File: config.mk
export PLATFORM = sky130hd
export DESIGN_NAME = lfl_fault_latch
export DESIGN_NICKNAME = d
export VERILOG_FILES = /design/src/verilog/lfl_pkg.sv /design/src/verilog/lfl_fault_latch.sv
export SDC_FILE = /design/constraint.sdc
export NUM_CORES = 1
export LEC_CHECK = 0
export ABC_AREA = 1
export BUFFER_PORTS_ARGS = -buffer_cell sky130_fd_sc_hd__buf_4
export CORE_MARGIN = 3
export CORE_UTILIZATION = 45
export DETAILED_ROUTE_END_ITERATION = 8
export GPL_ROUTABILITY_DRIVEN = 0
export GPL_TIMING_DRIVEN = 0
export PLACE_DENSITY = 0.66
export SETUP_SLACK_MARGIN = 0.2
export SYNTH_ARGS = -nofsm -noshare
export SYNTH_HDL_FRONTEND = slang
export SYNTH_SLANG_ARGS = --single-unit
File: constraint.sdc
create_clock -name core_clk -period 4.85 [get_ports core_clk]
set_clock_uncertainty 0.2 [all_clocks]
set_input_delay 0.7275 -clock core_clk [delete_from_list [all_inputs] [get_ports core_clk]]
set_output_delay 0.7275 -clock core_clk [all_outputs]
set_load 0.02 [all_outputs]
File: src/verilog/lfl_pkg.sv
package lfl_pkg;

  // ---------------------------------------------------------------------------
  // Register map
  // ---------------------------------------------------------------------------
  localparam logic [2:0] ADDR_CTRL     = 3'h0;
  localparam logic [2:0] ADDR_MOD      = 3'h1;
  localparam logic [2:0] ADDR_BIAS     = 3'h2;
  localparam logic [2:0] ADDR_PDTGT    = 3'h3;
  localparam logic [2:0] ADDR_STATUS   = 3'h4;
  localparam logic [2:0] ADDR_IRQ_STAT = 3'h5;
  localparam logic [2:0] ADDR_IRQ_MASK = 3'h6;

  localparam int CTRL_ENABLE_BIT = 0;
  localparam int CTRL_FAULT_DETECT_ENABLE_BIT  = 1;

  localparam logic [7:0] CTRL_RESET = 8'h00;
  localparam logic [7:0] MOD_RESET  = 8'h00;
  localparam logic [7:0] BIAS_RESET = 8'h00;
  localparam logic [7:0] PDTGT_RESET = 8'h00;
  localparam logic [2:0] IRQ_RESET  = 3'h0;

  localparam int IRQ_FAULT_BIT   = 0;
  localparam int IRQ_RESUME_BIT  = 1;
  localparam int IRQ_DACDROP_BIT = 2;

  // ---------------------------------------------------------------------------
  // Detection thresholds
  // ---------------------------------------------------------------------------
  localparam logic [3:0] PD_OVER_NUM  = 4'h3;
  localparam logic [3:0] PD_OVER_DEN  = 4'h2;
  localparam logic [7:0] DROP_PERCENT = 8'h21;
  localparam logic [7:0] FULL_PERCENT = 8'h64;

  // ---------------------------------------------------------------------------
  // Timing
  // ---------------------------------------------------------------------------
  localparam int CLK_PERIOD_NS   = 8;
  localparam int T_RESET_NS      = 10000;
  localparam int T_ON_NS         = 1000;
  localparam int RESET_CYC_INT   = (T_RESET_NS + CLK_PERIOD_NS - 1) / CLK_PERIOD_NS;
  localparam int TON_CYC_INT     = (T_ON_NS / CLK_PERIOD_NS < 1) ? 1 : T_ON_NS / CLK_PERIOD_NS;
  localparam logic [11:0] RESET_CYC = 12'(RESET_CYC_INT);
  localparam logic [11:0] TON_CYC   = 12'(TON_CYC_INT);

  typedef enum logic [1:0] {
    ST_OFF   = 2'b00,
    ST_WAKE  = 2'b01,
    ST_RUN   = 2'b10,
    ST_FAULT = 2'b11
  } lfl_state_e;

endpackage

File: src/verilog/lfl_fault_latch.sv
// Design decisions made here: the address map and strobed register access.
`timescale 1ns/1ns
module lfl_fault_latch
  import lfl_pkg::*;
(
  input  wire logic       core_clk,
  input  wire logic       resetn,
  input  wire logic [2:0] regAddr,
  input  wire logic [7:0] regWrData,
  input  wire logic       regWr,
  input  wire logic       regRd,
  output logic      [7:0] regRdData,
  input  wire logic       disablePin,
  input  wire logic       biasMonOverPin,
  input  wire logic [7:0] pdCurrent,
  input  wire logic [7:0] biasDacValue,
  input  wire logic       biasDacUpdate,
  output logic      [7:0] biasCurrentCode,
  output logic      [7:0] modCurrentCode,
  output logic            currentsOn,
  output logic            faultFlagOut,
  output logic            irq
);

  // ---------------------------------------------------------------------------
  // Pin synchronisers
  // ---------------------------------------------------------------------------
  // Only the second stage is ever read by logic.
  logic [1:0] disSync_reg;
  logic [1:0] disSync_next;
  logic [1:0] monSync_reg;
  logic [1:0] monSync_next;

  always_comb begin
    disSync_next = {disSync_reg[0], disablePin};
    monSync_next = {monSync_reg[0], biasMonOverPin};
  end

  always_ff @(posedge core_clk or negedge resetn) begin
    if (!resetn) begin
      disSync_reg <= 2'b11;
      monSync_reg <= 2'b00;
    end else begin
      disSync_reg <= disSync_next;
      monSync_reg <= monSync_next;
    end
  end

  logic disPinHigh;
  logic monOver;
  assign disPinHigh = disSync_reg[1];
  assign monOver    = monSync_reg[1];

  // ---------------------------------------------------------------------------
  // Configuration registers
  // ---------------------------------------------------------------------------
  logic [7:0] ctrl_reg;
  logic [7:0] ctrl_next;
  logic [7:0] modSet_reg;
  logic [7:0] modSet_next;
  logic [7:0] biasSet_reg;
  logic [7:0] biasSet_next;
  logic [7:0] pdTarget_reg;
  logic [7:0] pdTarget_next;
  logic [2:0] irqMask_reg;
  logic [2:0] irqMask_next;

  // Disabling never touches these; only software writes change them.
  always_comb begin
    ctrl_next     = ctrl_reg;
    modSet_next   = modSet_reg;
    biasSet_next  = biasSet_reg;
    pdTarget_next = pdTarget_reg;
    irqMask_next  = irqMask_reg;
    if (regWr) begin
      unique case (regAddr)
        ADDR_CTRL:     ctrl_next     = regWrData;
        ADDR_MOD:      modSet_next   = regWrData;
        ADDR_BIAS:     biasSet_next  = regWrData;
        ADDR_PDTGT:    pdTarget_next = regWrData;
        ADDR_IRQ_MASK: irqMask_next  = regWrData[2:0];
        default:       ;
      endcase
    end
  end

  always_ff @(posedge core_clk or negedge resetn) begin
    if (!resetn) begin
      ctrl_reg     <= CTRL_RESET;
      modSet_reg   <= MOD_RESET;
      biasSet_reg  <= BIAS_RESET;
      pdTarget_reg <= PDTGT_RESET;
      irqMask_reg  <= IRQ_RESET;
    end else begin
      ctrl_reg     <= ctrl_next;
      modSet_reg   <= modSet_next;
      biasSet_reg  <= biasSet_next;
      pdTarget_reg <= pdTarget_next;
      irqMask_reg  <= irqMask_next;
    end
  end

  logic chipEnable;
  logic faultDetectEnable;
  logic disabled;
  assign chipEnable        = ctrl_reg[CTRL_ENABLE_BIT];
  assign faultDetectEnable = ctrl_reg[CTRL_FAULT_DETECT_ENABLE_BIT];
  assign disabled          = disPinHigh | ~chipEnable;

  // ---------------------------------------------------------------------------
  // Fault conditions
  // ---------------------------------------------------------------------------
  logic [7:0]  prevDac_reg;
  logic [7:0]  prevDac_next;
  logic [9:0]  pdScaled;
  logic [11:0] tgtScaled;
  logic        pdOver;
  logic [7:0]  dacDelta;
  logic [14:0] deltaScaled;
  logic [14:0] prevScaled;
  logic        dacDrop;
  logic        condAny;
  logic        trigger;

  always_comb begin
    prevDac_next = biasDacUpdate ? biasDacValue : prevDac_reg;
    pdScaled     = {2'b00, pdCurrent} * 10'(PD_OVER_DEN);
    tgtScaled    = {4'h0, pdTarget_reg} * 12'(PD_OVER_NUM);
    pdOver       = {2'b00, pdScaled} > tgtScaled;
    dacDelta     = prevDac_reg - biasDacValue;
    deltaScaled  = {7'h00, dacDelta} * {7'h00, FULL_PERCENT};
    prevScaled   = {7'h00, prevDac_reg} * {7'h00, DROP_PERCENT};
    // The drop is judged against the value before the step.
    dacDrop      = biasDacUpdate && (biasDacValue < prevDac_reg)
                   && (deltaScaled > prevScaled);
    condAny      = monOver | pdOver | dacDrop;
    trigger      = faultDetectEnable & condAny;
  end

  always_ff @(posedge core_clk or negedge resetn) begin
    if (!resetn) begin
      prevDac_reg <= 8'h00;
    end else begin
      prevDac_reg <= prevDac_next;
    end
  end

  // ---------------------------------------------------------------------------
  // Supervisor state machine
  // ---------------------------------------------------------------------------
  lfl_state_e  state_reg;
  lfl_state_e  state_next;
  logic [11:0] cnt_reg;
  logic [11:0] cnt_next;
  logic        latch_reg;
  logic        latch_next;

  always_comb begin
    state_next = state_reg;
    cnt_next   = cnt_reg;
    latch_next = latch_reg;
    unique case (state_reg)
      ST_OFF: begin
        // The latch only clears after a long enough disabling period.
        if (disabled) begin
          if (cnt_reg != RESET_CYC) begin
            cnt_next = cnt_reg + 12'h001;
          end
          if (cnt_reg == RESET_CYC - 12'h001) begin
            latch_next = 1'b0;
          end
        end else if (latch_reg || trigger) begin
          state_next = ST_FAULT;
          latch_next = 1'b1;
          cnt_next   = 12'h000;
        end else begin
          state_next = ST_WAKE;
          cnt_next   = 12'h000;
        end
      end
      ST_WAKE: begin
        if (disabled) begin
          state_next = ST_OFF;
          cnt_next   = 12'h000;
        end else if (trigger) begin
          state_next = ST_FAULT;
          latch_next = 1'b1;
        end else if (cnt_reg == TON_CYC - 12'h001) begin
          state_next = ST_RUN;
          cnt_next   = 12'h000;
        end else begin
          cnt_next = cnt_reg + 12'h001;
        end
      end
      ST_RUN: begin
        if (disabled) begin
          state_next = ST_OFF;
          cnt_next   = 12'h000;
        end else if (trigger) begin
          state_next = ST_FAULT;
          latch_next = 1'b1;
        end
      end
      ST_FAULT: begin
        if (disabled) begin
          state_next = ST_OFF;
          cnt_next   = 12'h000;
        end
      end
    endcase
  end

  always_ff @(posedge core_clk or negedge resetn) begin
    if (!resetn) begin
      state_reg <= ST_OFF;
      cnt_reg   <= 12'h000;
      latch_reg <= 1'b0;
    end else begin
      state_reg <= state_next;
      cnt_reg   <= cnt_next;
      latch_reg <= latch_next;
    end
  end

  // ---------------------------------------------------------------------------
  // Drive outputs
  // ---------------------------------------------------------------------------
  logic [7:0] biasOut_reg;
  logic [7:0] biasOut_next;
  logic [7:0] modOut_reg;
  logic [7:0] modOut_next;
  logic       on_reg;
  logic       on_next;
  logic       flag_reg;
  logic       flag_next;

  // Outputs follow the next state so they line up with state_reg.
  always_comb begin
    on_next      = (state_next == ST_RUN);
    biasOut_next = on_next ? biasSet_reg : 8'h00;
    modOut_next  = on_next ? modSet_reg : 8'h00;
    flag_next    = (state_next == ST_FAULT) && ctrl_next[CTRL_FAULT_DETECT_ENABLE_BIT];
  end

  always_ff @(posedge core_clk or negedge resetn) begin
    if (!resetn) begin
      biasOut_reg <= 8'h00;
      modOut_reg  <= 8'h00;
      on_reg      <= 1'b0;
      flag_reg    <= 1'b0;
    end else begin
      biasOut_reg <= biasOut_next;
      modOut_reg  <= modOut_next;
      on_reg      <= on_next;
      flag_reg    <= flag_next;
    end
  end

  assign biasCurrentCode = biasOut_reg;
  assign modCurrentCode  = modOut_reg;
  assign currentsOn      = on_reg;
  assign faultFlagOut    = flag_reg;

  // ---------------------------------------------------------------------------
  // Interrupts and read port
  // ---------------------------------------------------------------------------
  logic [2:0] irqStat_reg;
  logic [2:0] irqStat_next;
  logic [2:0] irqEvent;
  logic       irq_reg;
  logic       irq_next;
  logic [7:0] rdData_reg;
  logic [7:0] rdData_next;

  // A set in the same cycle as a write-one clear wins.
  always_comb begin
    irqEvent[IRQ_FAULT_BIT]   = (state_next == ST_FAULT) && (state_reg != ST_FAULT);
    irqEvent[IRQ_RESUME_BIT]  = (state_next == ST_RUN) && (state_reg != ST_RUN);
    irqEvent[IRQ_DACDROP_BIT] = dacDrop;
    irqStat_next = irqStat_reg;
    if (regWr && regAddr == ADDR_IRQ_STAT) begin
      irqStat_next = irqStat_reg & ~regWrData[2:0];
    end
    irqStat_next = irqStat_next | irqEvent;
    irq_next     = |(irqStat_next & irqMask_next);
    rdData_next  = 8'h00;
    if (regRd) begin
      unique case (regAddr)
        ADDR_CTRL:     rdData_next = ctrl_reg;
        ADDR_MOD:      rdData_next = modSet_reg;
        ADDR_BIAS:     rdData_next = biasSet_reg;
        ADDR_PDTGT:    rdData_next = pdTarget_reg;
        ADDR_STATUS:   rdData_next = {1'b0, state_reg, latch_reg, disPinHigh, pdOver, monOver, flag_reg};
        ADDR_IRQ_STAT: rdData_next = {5'h00, irqStat_reg};
        ADDR_IRQ_MASK: rdData_next = {5'h00, irqMask_reg};
        default:       rdData_next = 8'h00;
      endcase
    end
  end

  always_ff @(posedge core_clk or negedge resetn) begin
    if (!resetn) begin
      irqStat_reg <= IRQ_RESET;
      irq_reg     <= 1'b0;
      rdData_reg  <= 8'h00;
    end else begin
      irqStat_reg <= irqStat_next;
      irq_reg     <= irq_next;
      rdData_reg  <= rdData_next;
    end
  end

  assign irq       = irq_reg;
  assign regRdData = rdData_reg;
endmodule

### Yosys cells after proc, flatten, opt, wreduce, memory -nomap -nowiden

Index checks and enable logic that the tools add are counted.

* multiplexer cells: 31
* order comparisons: 3
* reductions and logical operators: 19
* equal/unequal tests: 23
* add/subtract/negate cells: 2
* bitwise logic cells: 9
* multipliers: 3

Operator list (number)
* 12-bit 2-to-1 mux: 6
* 8-bit case mux with 7 select lines: 1
* 12-bit case mux with 3 select lines: 1
* 8-bit 2-to-1 mux: 3
* 2-bit 2-to-1 mux: 10
* 15-bit by 14-bit greater-than comparator with 1-bit output: 1
* 8-bit by 6-bit multiplier with 14-bit output (second input constant): 1
* 8-bit by 5-bit multiplier with 13-bit output (second input constant): 1
* 12-bit by 1-bit adder with 12-bit output (second input constant): 1
* 12-bit by 11-bit equality test with 1-bit output (second input constant): 1
* 12-bit by 7-bit equality test with 1-bit output (second input constant): 1
* 12-bit by 11-bit inequality test with 1-bit output (second input constant): 1
* 3-bit inequality test (second input constant): 4
* 9-bit by 10-bit greater-than comparator with 1-bit output: 1
* 8-bit by 2-bit multiplier with 10-bit output (second input constant): 1
* 3-bit equality test (second input constant): 3
* 3-bit 2-to-1 mux: 3
* 2-bit equality test (second input constant): 4
* 8-bit < comparator: 1
* 2-bit case mux with 4 select lines: 1
* 2-bit AND reduction: 4
* 8-bit subtractor: 1
* 3-bit AND: 2
* 3-bit by 2-bit equality test with 1-bit output (second input constant): 2
* other kinds (20): 35

* bits in registers: 92
* input bits: 34
* word-level logic and storage cells: 109

### Logic depth before layout (Yosys ltp)

Gate-level depths: netlist of the first run.

* depth in word-level cells: 15
* mapped depth: 37

### Worst setup path before layout of the first run

No wires, ideal clock.

* path kind: input -> register
* start: input biasDacValue[0]
* end: register biasOut_reg[5], in the netlist biasCurrentCode[5]
* library setup time: 0.117 ns
* required time: 4.533 ns
* stages on the path: 33
* arrival time: 5.341 ns
* path slack: -0.808 ns
* path through: ha_1 > inv_1 > fa_1 > a21oi_1 > xnor2_1 > ha_1 > ha_1 > inv_1 > fa_1 > inv_1 > ha_1 > a21oi_1 > o21ai_2 > a21oi_1 > o21ai_0 > xor2_1 > ha_1 > nand2_1 > inv_1 > nand4_1 > nor3_1 > nand3_1 > nand2_1 > inv_2 > nand2_2 > nand2_4 > nand2_4 > nand2_2 > a21oi_2 > nor2_4 > nand2_4 > buf_12 > nor2_4

* word-level cells in the longest chain between the ends: 12
* elaborated cells on any way between the ends: 18
* those cells by class: add/sub (1); mul (1); order compare (2); eq/ne (1); mux (8); bitwise (2); reduce/logical (3)

RTL lines
* start: declaration: line lfl_fault_latch.sv:16 `input wire logic [7:0] biasDacValue,`
* 8-bit subtractor: line lfl_fault_latch.sv:130 `dacDelta = prevDac_reg - biasDacValue;`
* 8-bit by 5-bit multiplier with 13-bit output: line lfl_fault_latch.sv:131 `deltaScaled = {7'h00, dacDelta} * {7'h00, FULL_PERCENT};`
* 15-bit by 14-bit greater-than comparator with 1-bit output: line lfl_fault_latch.sv:135 `&& (deltaScaled > prevScaled);`
* 1-bit logical AND (*): line lfl_fault_latch.sv:135
* 1-bit OR (*): line lfl_fault_latch.sv:136 `condAny = monOver | pdOver | dacDrop;`
* 1-bit AND (*): line lfl_fault_latch.sv:137 `trigger = faultDetectEnable & condAny;`
* 1-bit logical OR: line lfl_fault_latch.sv:172 `end else if (latch_reg || trigger) begin`
* 2-bit 2-to-1 mux: line lfl_fault_latch.sv:172
* 2-bit 2-to-1 mux: line lfl_fault_latch.sv:165 `if (disabled) begin`
* 2-bit case mux with 4 select lines (*): line lfl_fault_latch.sv:162 `unique case (state_reg)`
* net state_next[1]: line lfl_fault_latch.sv:152 `lfl_state_e state_next;`
* 2-bit equality test (*): line lfl_fault_latch.sv:239 `on_next = (state_next == ST_RUN);`
* 8-bit 2-to-1 mux (*): line lfl_fault_latch.sv:240 `biasOut_next = on_next ? biasSet_reg : 8'h00;`
* net biasOut_next[5]: line lfl_fault_latch.sv:229 `logic [7:0] biasOut_next;`
* end signal: assignment: line lfl_fault_latch.sv:252 `biasOut_reg <= biasOut_next;`
* end: declaration: line lfl_fault_latch.sv:228 `logic [7:0] biasOut_reg;`

The timed path passes the listed nets; every way through them passes the cells marked *.
A chain may end at the register's enable or synchronous reset.

### Worst setup path in the final report of the first run

* start: register prevDac_reg[0]
* end: register modOut_reg[0], in the netlist modCurrentCode[0]

* word-level cells in the longest chain between the ends: 12
* elaborated cells on any way between the ends: 19
* those cells by class: add/sub (1); mul (2); order compare (2); eq/ne (1); mux (8); bitwise (2); reduce/logical (3)

RTL lines
* start: declaration: line lfl_fault_latch.sv:113 `logic [7:0] prevDac_reg;`
* start signal: assignment: line lfl_fault_latch.sv:144 `prevDac_reg <= prevDac_next;`
* 8-bit subtractor: line lfl_fault_latch.sv:130
* 8-bit by 5-bit multiplier with 13-bit output: line lfl_fault_latch.sv:131
* 15-bit by 14-bit greater-than comparator with 1-bit output: line lfl_fault_latch.sv:135
* 1-bit logical AND (*): line lfl_fault_latch.sv:135
* 1-bit OR (*): line lfl_fault_latch.sv:136
* 1-bit AND (*): line lfl_fault_latch.sv:137
* 1-bit logical OR: line lfl_fault_latch.sv:172
* 2-bit 2-to-1 mux: line lfl_fault_latch.sv:172
* 2-bit 2-to-1 mux: line lfl_fault_latch.sv:165
* 2-bit case mux with 4 select lines (*): line lfl_fault_latch.sv:162
* net state_next[1]: line lfl_fault_latch.sv:152
* 2-bit equality test (*): line lfl_fault_latch.sv:239
* 8-bit 2-to-1 mux (*): line lfl_fault_latch.sv:241 `modOut_next = on_next ? modSet_reg : 8'h00;`
* net modOut_next[0]: line lfl_fault_latch.sv:231 `logic [7:0] modOut_next;`
* end signal: assignment: line lfl_fault_latch.sv:253 `modOut_reg <= modOut_next;`
* end: declaration: line lfl_fault_latch.sv:230 `logic [7:0] modOut_reg;`

Marked as above.

==> results.toml, run 1 <==
[synth]
ys.flop_type = "dfrtp_1"
syn_inst = 761
synth_edf_count = 0
synthesis.area_per_instance_um2 = 8.20
synth_top_area_frac = 0.361
ys_top_cells_by_count = "nand2_1 (160), inv_1 (129), dfrtp_1 (90)"
ys_async_sr_fraction = 1.00
syn-cell-area_mm2 = 0.00624
yosysSeqAreaShare = 0.369
yosysUniqueCellTypes = 41
synth_top_cells_by_area = "dfrtp_1 (36%), ha_1 (16%), nand2_1 (9.6%), inv_1 (7.8%), o21ai_0 (5.4%)"
synth_top_area_cell = "dfrtp_1"
syn_nets = 881
ys_seq_elements = 92
ys.warnings.count = 0
yosysMostFrequentCell = "nand2_1"

[finish]
largest_register_ffs = 12
drive_above_1_share = 0.244
antenna_cells = 0
area_growth_pct = 27.1
utilization = 0.592
fin_cells = 1041
fin_nets = 980

[sta]
period_minus_slack_ns = 5.54
slew_headroom = 0.218
rsz0062_at_grt = "yes"
fmax_mhz = 181
finalSetupViolCount = 37
post-route-period-util = 1.14
whs_ns = 0.150
tightestPinTransition_ns = 1.17
drv_slew = 0
setup_slack_ns = -0.689
hold_viol = 0

[worst_setup_path]
regToRegStartpoint = "prevDac_reg[0]$_DFFE_PN0P_"
cp-startpoint = "prevDac_reg[0]$_DFFE_PN0P_"
crit_type = "register to register"
worstPathRequired_ns = 4.93
start_kind = "register"
cp_num_buf_inv = 7
max_stage_delay_ns = 0.49
crit_top_cell = "inv_2"
cp_top_family = "adder cells"
reg2reg_setup_slack_ns = -0.69
worstSetupEndpointType = "register"
critical_path.max_fanout = 5
crit_arrival_ns = 5.62
cp_slowest_cell = "fa_1"

[placed_design]
place_hpwl_um = 11200
numPlacedInstances = 997
pre_cts_ws_ns = -1.26
portBuffers = 60

[route]
drcViolationCount = 0
drtIter0Drc = 392
dr.pass1.iters = 5
antenna_left = 0
wl_per_cell_um = 14.6
avgViaCountPerCell = 5.18
drt-total-wl_um = 15200
via_count = 5392

[global_routing]
grt_max_degree = 93
grt_pass1_vias = 5293
grt.overflow.total = 0
grt_antenna_before_repair = 0
grt_pass1_wl_um = 24500
globalRouteTotalUtil = 0.200

[outcome]
violations = "negative setup slack"
outcome = "complete, but fails checks"

[power]
p_total_w = 0.00486
power.leakage_nw = 4.01
power_frac_seq = 0.213
p_sw_w = 0.00212
power.internal_w = 0.00274
p_sw_frac = 0.436
share_clk_of_total_power = 0.159
peakVddDrop_mv = 0.286
pwr-share-comb = 0.628
p_per_area_mw_per_mm2 = 612

[floorplan]
fp-row-count = 42
dieArea_mm2 = 0.0153
die_h_um = 124
fp.dieW_um = 124
io_pins = 61
initial_utilization = 0.466
core_area_mm2 = 0.0134

[clock_network]
cts.sinks = 92
cts_root_buffer = "clkbuf_16"
clock_latency_ns = 0.34
cts_tree = "built"
clk_pin_slew_ns = 0.07
cts_buffer_depth = 2
numCtsBuffers = 9
h-tree-depth = 3

[hold_path]
hold_class = "register to register"
min-delay-start = "monSync_reg[0]$_DFF_PN0_"

[job]
maxCapViolCount = 0
## stage by stage
stage,TNS (ns),cell area (um^2)
6_report,-22.17,7930
5_1_grt,-32.96,7930
4_1_cts,-23.99,7660
3_5_place_dp,-41.87,7040
3_3_place_gp,-37.24,7040
2_1_floorplan,-16.82,6360
## final cells by class
class / instances / area [um^2]
Fill cell: 1157 / 5470
Multi-Input combinational cell: 528 / 3810
Sequential cell: 92 / 2300
Timing Repair Buffer: 88 / 711
Inverter: 133 / 504
Clock buffer: 9 / 225
Tap cell: 176 / 220
Clock inverter: 7 / 105
Buffer: 8 / 53.8
## layer usage
layer  vias up  part of all wire  track usage
li1       2680                 -            -
met1      2558              0.44        0.256
met2       124              0.50        0.350
met3        30             0.039       0.0341
met4         0             0.017       0.0554
met5         -                 0            0
## cell families after synthesis
family / count (synthesis) / share of synthesized area
fa+ha+maj: 86 / 0.178
simple gates: 286 / 0.214
compound gates: 134 / 0.119
xor+xnor: 22 / 0.0309
buf+inv: 141 / 0.0886
flops: 92 / 0.369
## timing repair
item,4_1_cts,5_1_grt
hold buffers,0,0
gates resized for setup,40,37
pin swaps,30,29
setup endpoints to repair,37,37
cloned,2,0
setup buffers,14,12
## worst paths after layout
path / endpoint / cells after the start
setup / recovery: modCurrentCode[0]$_DFF_PN0_ / 34
hold / removal: monSync_reg[1]$_DFF_PN0_ / 0
setup reg to reg: modCurrentCode[0]$_DFF_PN0_ / 34
hold reg to reg: monSync_reg[1]$_DFF_PN0_ / 0
max in group asynchronous: regRdData[0]$_DFF_PN0_ / 1
min in group asynchronous: pdTarget_reg[3]$_DFFE_PN0P_ / 1
## placed cells by master (no fill, tap or decap), types with 3 or more instances in the layout
cell type | Yosys | routed
clkbuf_16 | 0 | 9
o21ai_1 | 0 | 6
ha_4 | 0 | 8
buf_6 | 1 | 9
nand2_2 | 6 | 13
inv_1 | 129 | 121
a21oi_4 | 0 | 3
a31oi_1 | 4 | 4
nor3_1 | 12 | 10
nand4_1 | 9 | 9
a21o_1 | 3 | 3
ha_1 | 81 | 72
nor2_1 | 35 | 27
o21ai_0 | 67 | 58
buf_4 | 0 | 79
xnor2_1 | 10 | 9
nand2_4 | 5 | 10
dfrtp_1 | 90 | 90
nor4_1 | 3 | 3
nor2_4 | 11 | 17
xor2_2 | 0 | 3
nand3_1 | 37 | 29
inv_2 | 3 | 9
o22ai_1 | 9 | 9
nor2_2 | 1 | 3
xor2_1 | 12 | 8
o21ai_2 | 1 | 3
nand2_1 | 160 | 148
a21oi_1 | 37 | 27
clkbuf_1 | 6 | 6
a21oi_2 | 3 | 10
fa_1 | 5 | 4
nand3_2 | 3 | 10
## power by group through the flow
stage	clock (W)	sequential, W	combinational (W)
2_1_floorplan	0	0.00109	0.00171
3_3_place_gp	0	0.00104	0.00223
3_5_place_dp	0	0.00104	0.00233
4_1_cts	0.000788	0.00103	0.00271
5_1_grt	0.000819	0.00105	0.00339
6_report	0.000774	0.00103	0.00305
Note: power is estimated with default switching activity, not from simulation.
==> inputs of run 2 (changes only) <==
--- a/config.mk
+++ b/config.mk
@@ -12,7 +12,7 @@
 export DETAILED_ROUTE_END_ITERATION = 8
 export GPL_ROUTABILITY_DRIVEN = 0
 export GPL_TIMING_DRIVEN = 0
-export PLACE_DENSITY = 0.66
+export PLACE_DENSITY = 0.64
 export SETUP_SLACK_MARGIN = 0.2
 export SYNTH_ARGS = -nofsm -noshare
 export SYNTH_HDL_FRONTEND = slang
==> results.toml, run 2 (same netlist as run 1, synthesis figures left out) <==
[placed_design]
place_hpwl_um = 11300
portBuffers = 60
pre_cts_ws_ns = -1.29

[finish]
area_growth_pct = 25.1
antenna_cells = 0
largest_register_ffs = 12
drive_above_1_share = 0.222
regArea_mm2 = 0.00230
fillerInstances = 1217
final_common_cell = "nand2_1"
fin_nets = 972
multi_input_area_mm2 = 0.00377
mostFrequentLayoutCells = "nand2_1 (154), inv_1 (120), dfrtp_1 (90)"

[worst_setup_path]
start_kind = "input port"
max_stage_delay_ns = 0.49
worstPathRequired_ns = 4.94
crit_arrival_ns = 5.64
crit_top_cell = "inv_2"
crit_type = "input port to register"
worstSetupEndpointType = "register"
cp_slowest_cell = "fa_1"
critical_path.max_fanout = 8

[sta]
hold_viol = 0
tightestPinTransition_ns = 1.17
period_minus_slack_ns = 5.55
finalSetupViolCount = 36
slew_headroom = 0.221
whs_ns = 0.156
setup_slack_ns = -0.698
post-route-period-util = 1.14
drv_slew = 0
fmax_mhz = 180
rsz0062_at_grt = "yes"
setup-tns-final_ns = -22.14

[global_routing]
grt.overflow.total = 0
grt_max_degree = 93
grt_pass1_wl_um = 24100
grt_pass1_vias = 5255
globalRouteTotalUtil = 0.198
grt_antenna_before_repair = 0

[power]
p_per_area_mw_per_mm2 = 589
power.internal_w = 0.00255
peakVddDrop_mv = 0.231
power_frac_seq = 0.224
p_sw_w = 0.00205
power.leakage_nw = 3.96
pwr-share-comb = 0.628
p_sw_frac = 0.446
share_clk_of_total_power = 0.148

[clock_network]
h-tree-depth = 3
cts.sinks = 92
cts_buffer_depth = 2
cts_root_buffer = "clkbuf_16"
clock_latency_ns = 0.35
clk_pin_slew_ns = 0.07
cts_tree = "built"
numCtsBuffers = 9

[route]
avgViaCountPerCell = 5.13
drcViolationCount = 0
drt-total-wl_um = 14800
dr.pass1.iters = 5
via_count = 5295
wl_per_cell_um = 14.3
antenna_left = 0
drtIter0Drc = 293

[floorplan]
fp-row-count = 42
dieArea_mm2 = 0.0153
initial_utilization = 0.466
die_h_um = 124
core_area_mm2 = 0.0134
io_pins = 61
fp.dieW_um = 124

[job]
maxCapViolCount = 0

[outcome]
violations = "negative setup slack"
outcome = "complete, but fails checks"

[hold_path]
hold_class = "register to register"
==> run 2: changes by cell type in the layout (fill, tap and decap cells not counted), sizes merged <==
cell | before | now
clkinv | 3 | 5
buf | 90 | 82
bufinv | 2 | 0
inv | 135 | 134
clkinvlp | 0 | 1
==> run 2: power groups by stage <==
stage,combinational (W),sequential (W),clock [W]
after global routing,0.00323,0.00105,0.000724
after floorplan,0.00171,0.00109,0
after global placement,0.00223,0.00104,0
final,0.00289,0.00103,0.000679
after detailed placement,0.00234,0.00104,0
after CTS,0.00265,0.00103,0.000695
==> run 2: final cells by class <==
cell class                      instances  area share
Buffer                                  8     0.00689
Sequential cell                        92       0.295
Clock inverter                          7     0.00897
Inverter                              133      0.0646
Multi-Input combinational cell        528       0.483
Clock buffer                            9      0.0288
Tap cell                              176      0.0282
Timing Repair Buffer                   80      0.0846
==> run 2: worst paths after layout <==
kind	startpoint	endpoint	slack [ns]	depth (start not counted)
min reg2reg	monSync_reg[0]$_DFF_PN0_	monSync_reg[1]$_DFF_PN0_	0.16	0
max in group asynchronous	resetn	biasCurrentCode[2]$_DFF_PN0_	3.28	1
min in group asynchronous	resetn	ctrl_reg[6]$_DFFE_PN0P_	0.40	1
max	biasDacValue[0]	modCurrentCode[5]$_DFF_PN0_	-0.70	35
min	monSync_reg[0]$_DFF_PN0_	monSync_reg[1]$_DFF_PN0_	0.16	0
max reg2reg	prevDac_reg[0]$_DFFE_PN0P_	modCurrentCode[5]$_DFF_PN0_	-0.69	35
==> run 2: worst max-delay path: cells and delay by family <==
kind | cells | cell delay, ns
XOR/XNOR | 2 | 0.33
AO/OA/AOI/OAI | 5 | 0.67
adder cells (fa/ha/maj) | 7 | 2.18
AND/OR/NAND/NOR | 14 | 1.20
buffers and inverters | 7 | 0.49
==> run 2: per-layer routing <==
metal  GRT usage  up-vias  wire [um]
li1            -     2661          -
met1       0.254     2516       6460
met2       0.345      102       7510
met3      0.0354       16        589
met4      0.0505        0        199
met5           0        -          0
==> run 2: stage by stage <==
step / power, W / instances / utilization / instance area, um^2
floorplan: 0.00280 / 761 / - / 6360
global placement: 0.00327 / 997 / 0.525 / 7040
detailed placement: 0.00338 / 997 / 0.525 / 7040
CTS: 0.00437 / 1025 / 0.567 / 7590
global route: 0.00501 / 1033 / 0.583 / 7810
finish: 0.00460 / 1033 / 0.583 / 7810
==> run 2: repair_timing <==
item | in CTS | in global routing
buffers inserted | 11 | 8
hold buffers | 0 | 0
cloned | 1 | 0
resized for setup | 32 | 25
pin swaps | 29 | 29
endpoints found under the setup margin | 37 | 37
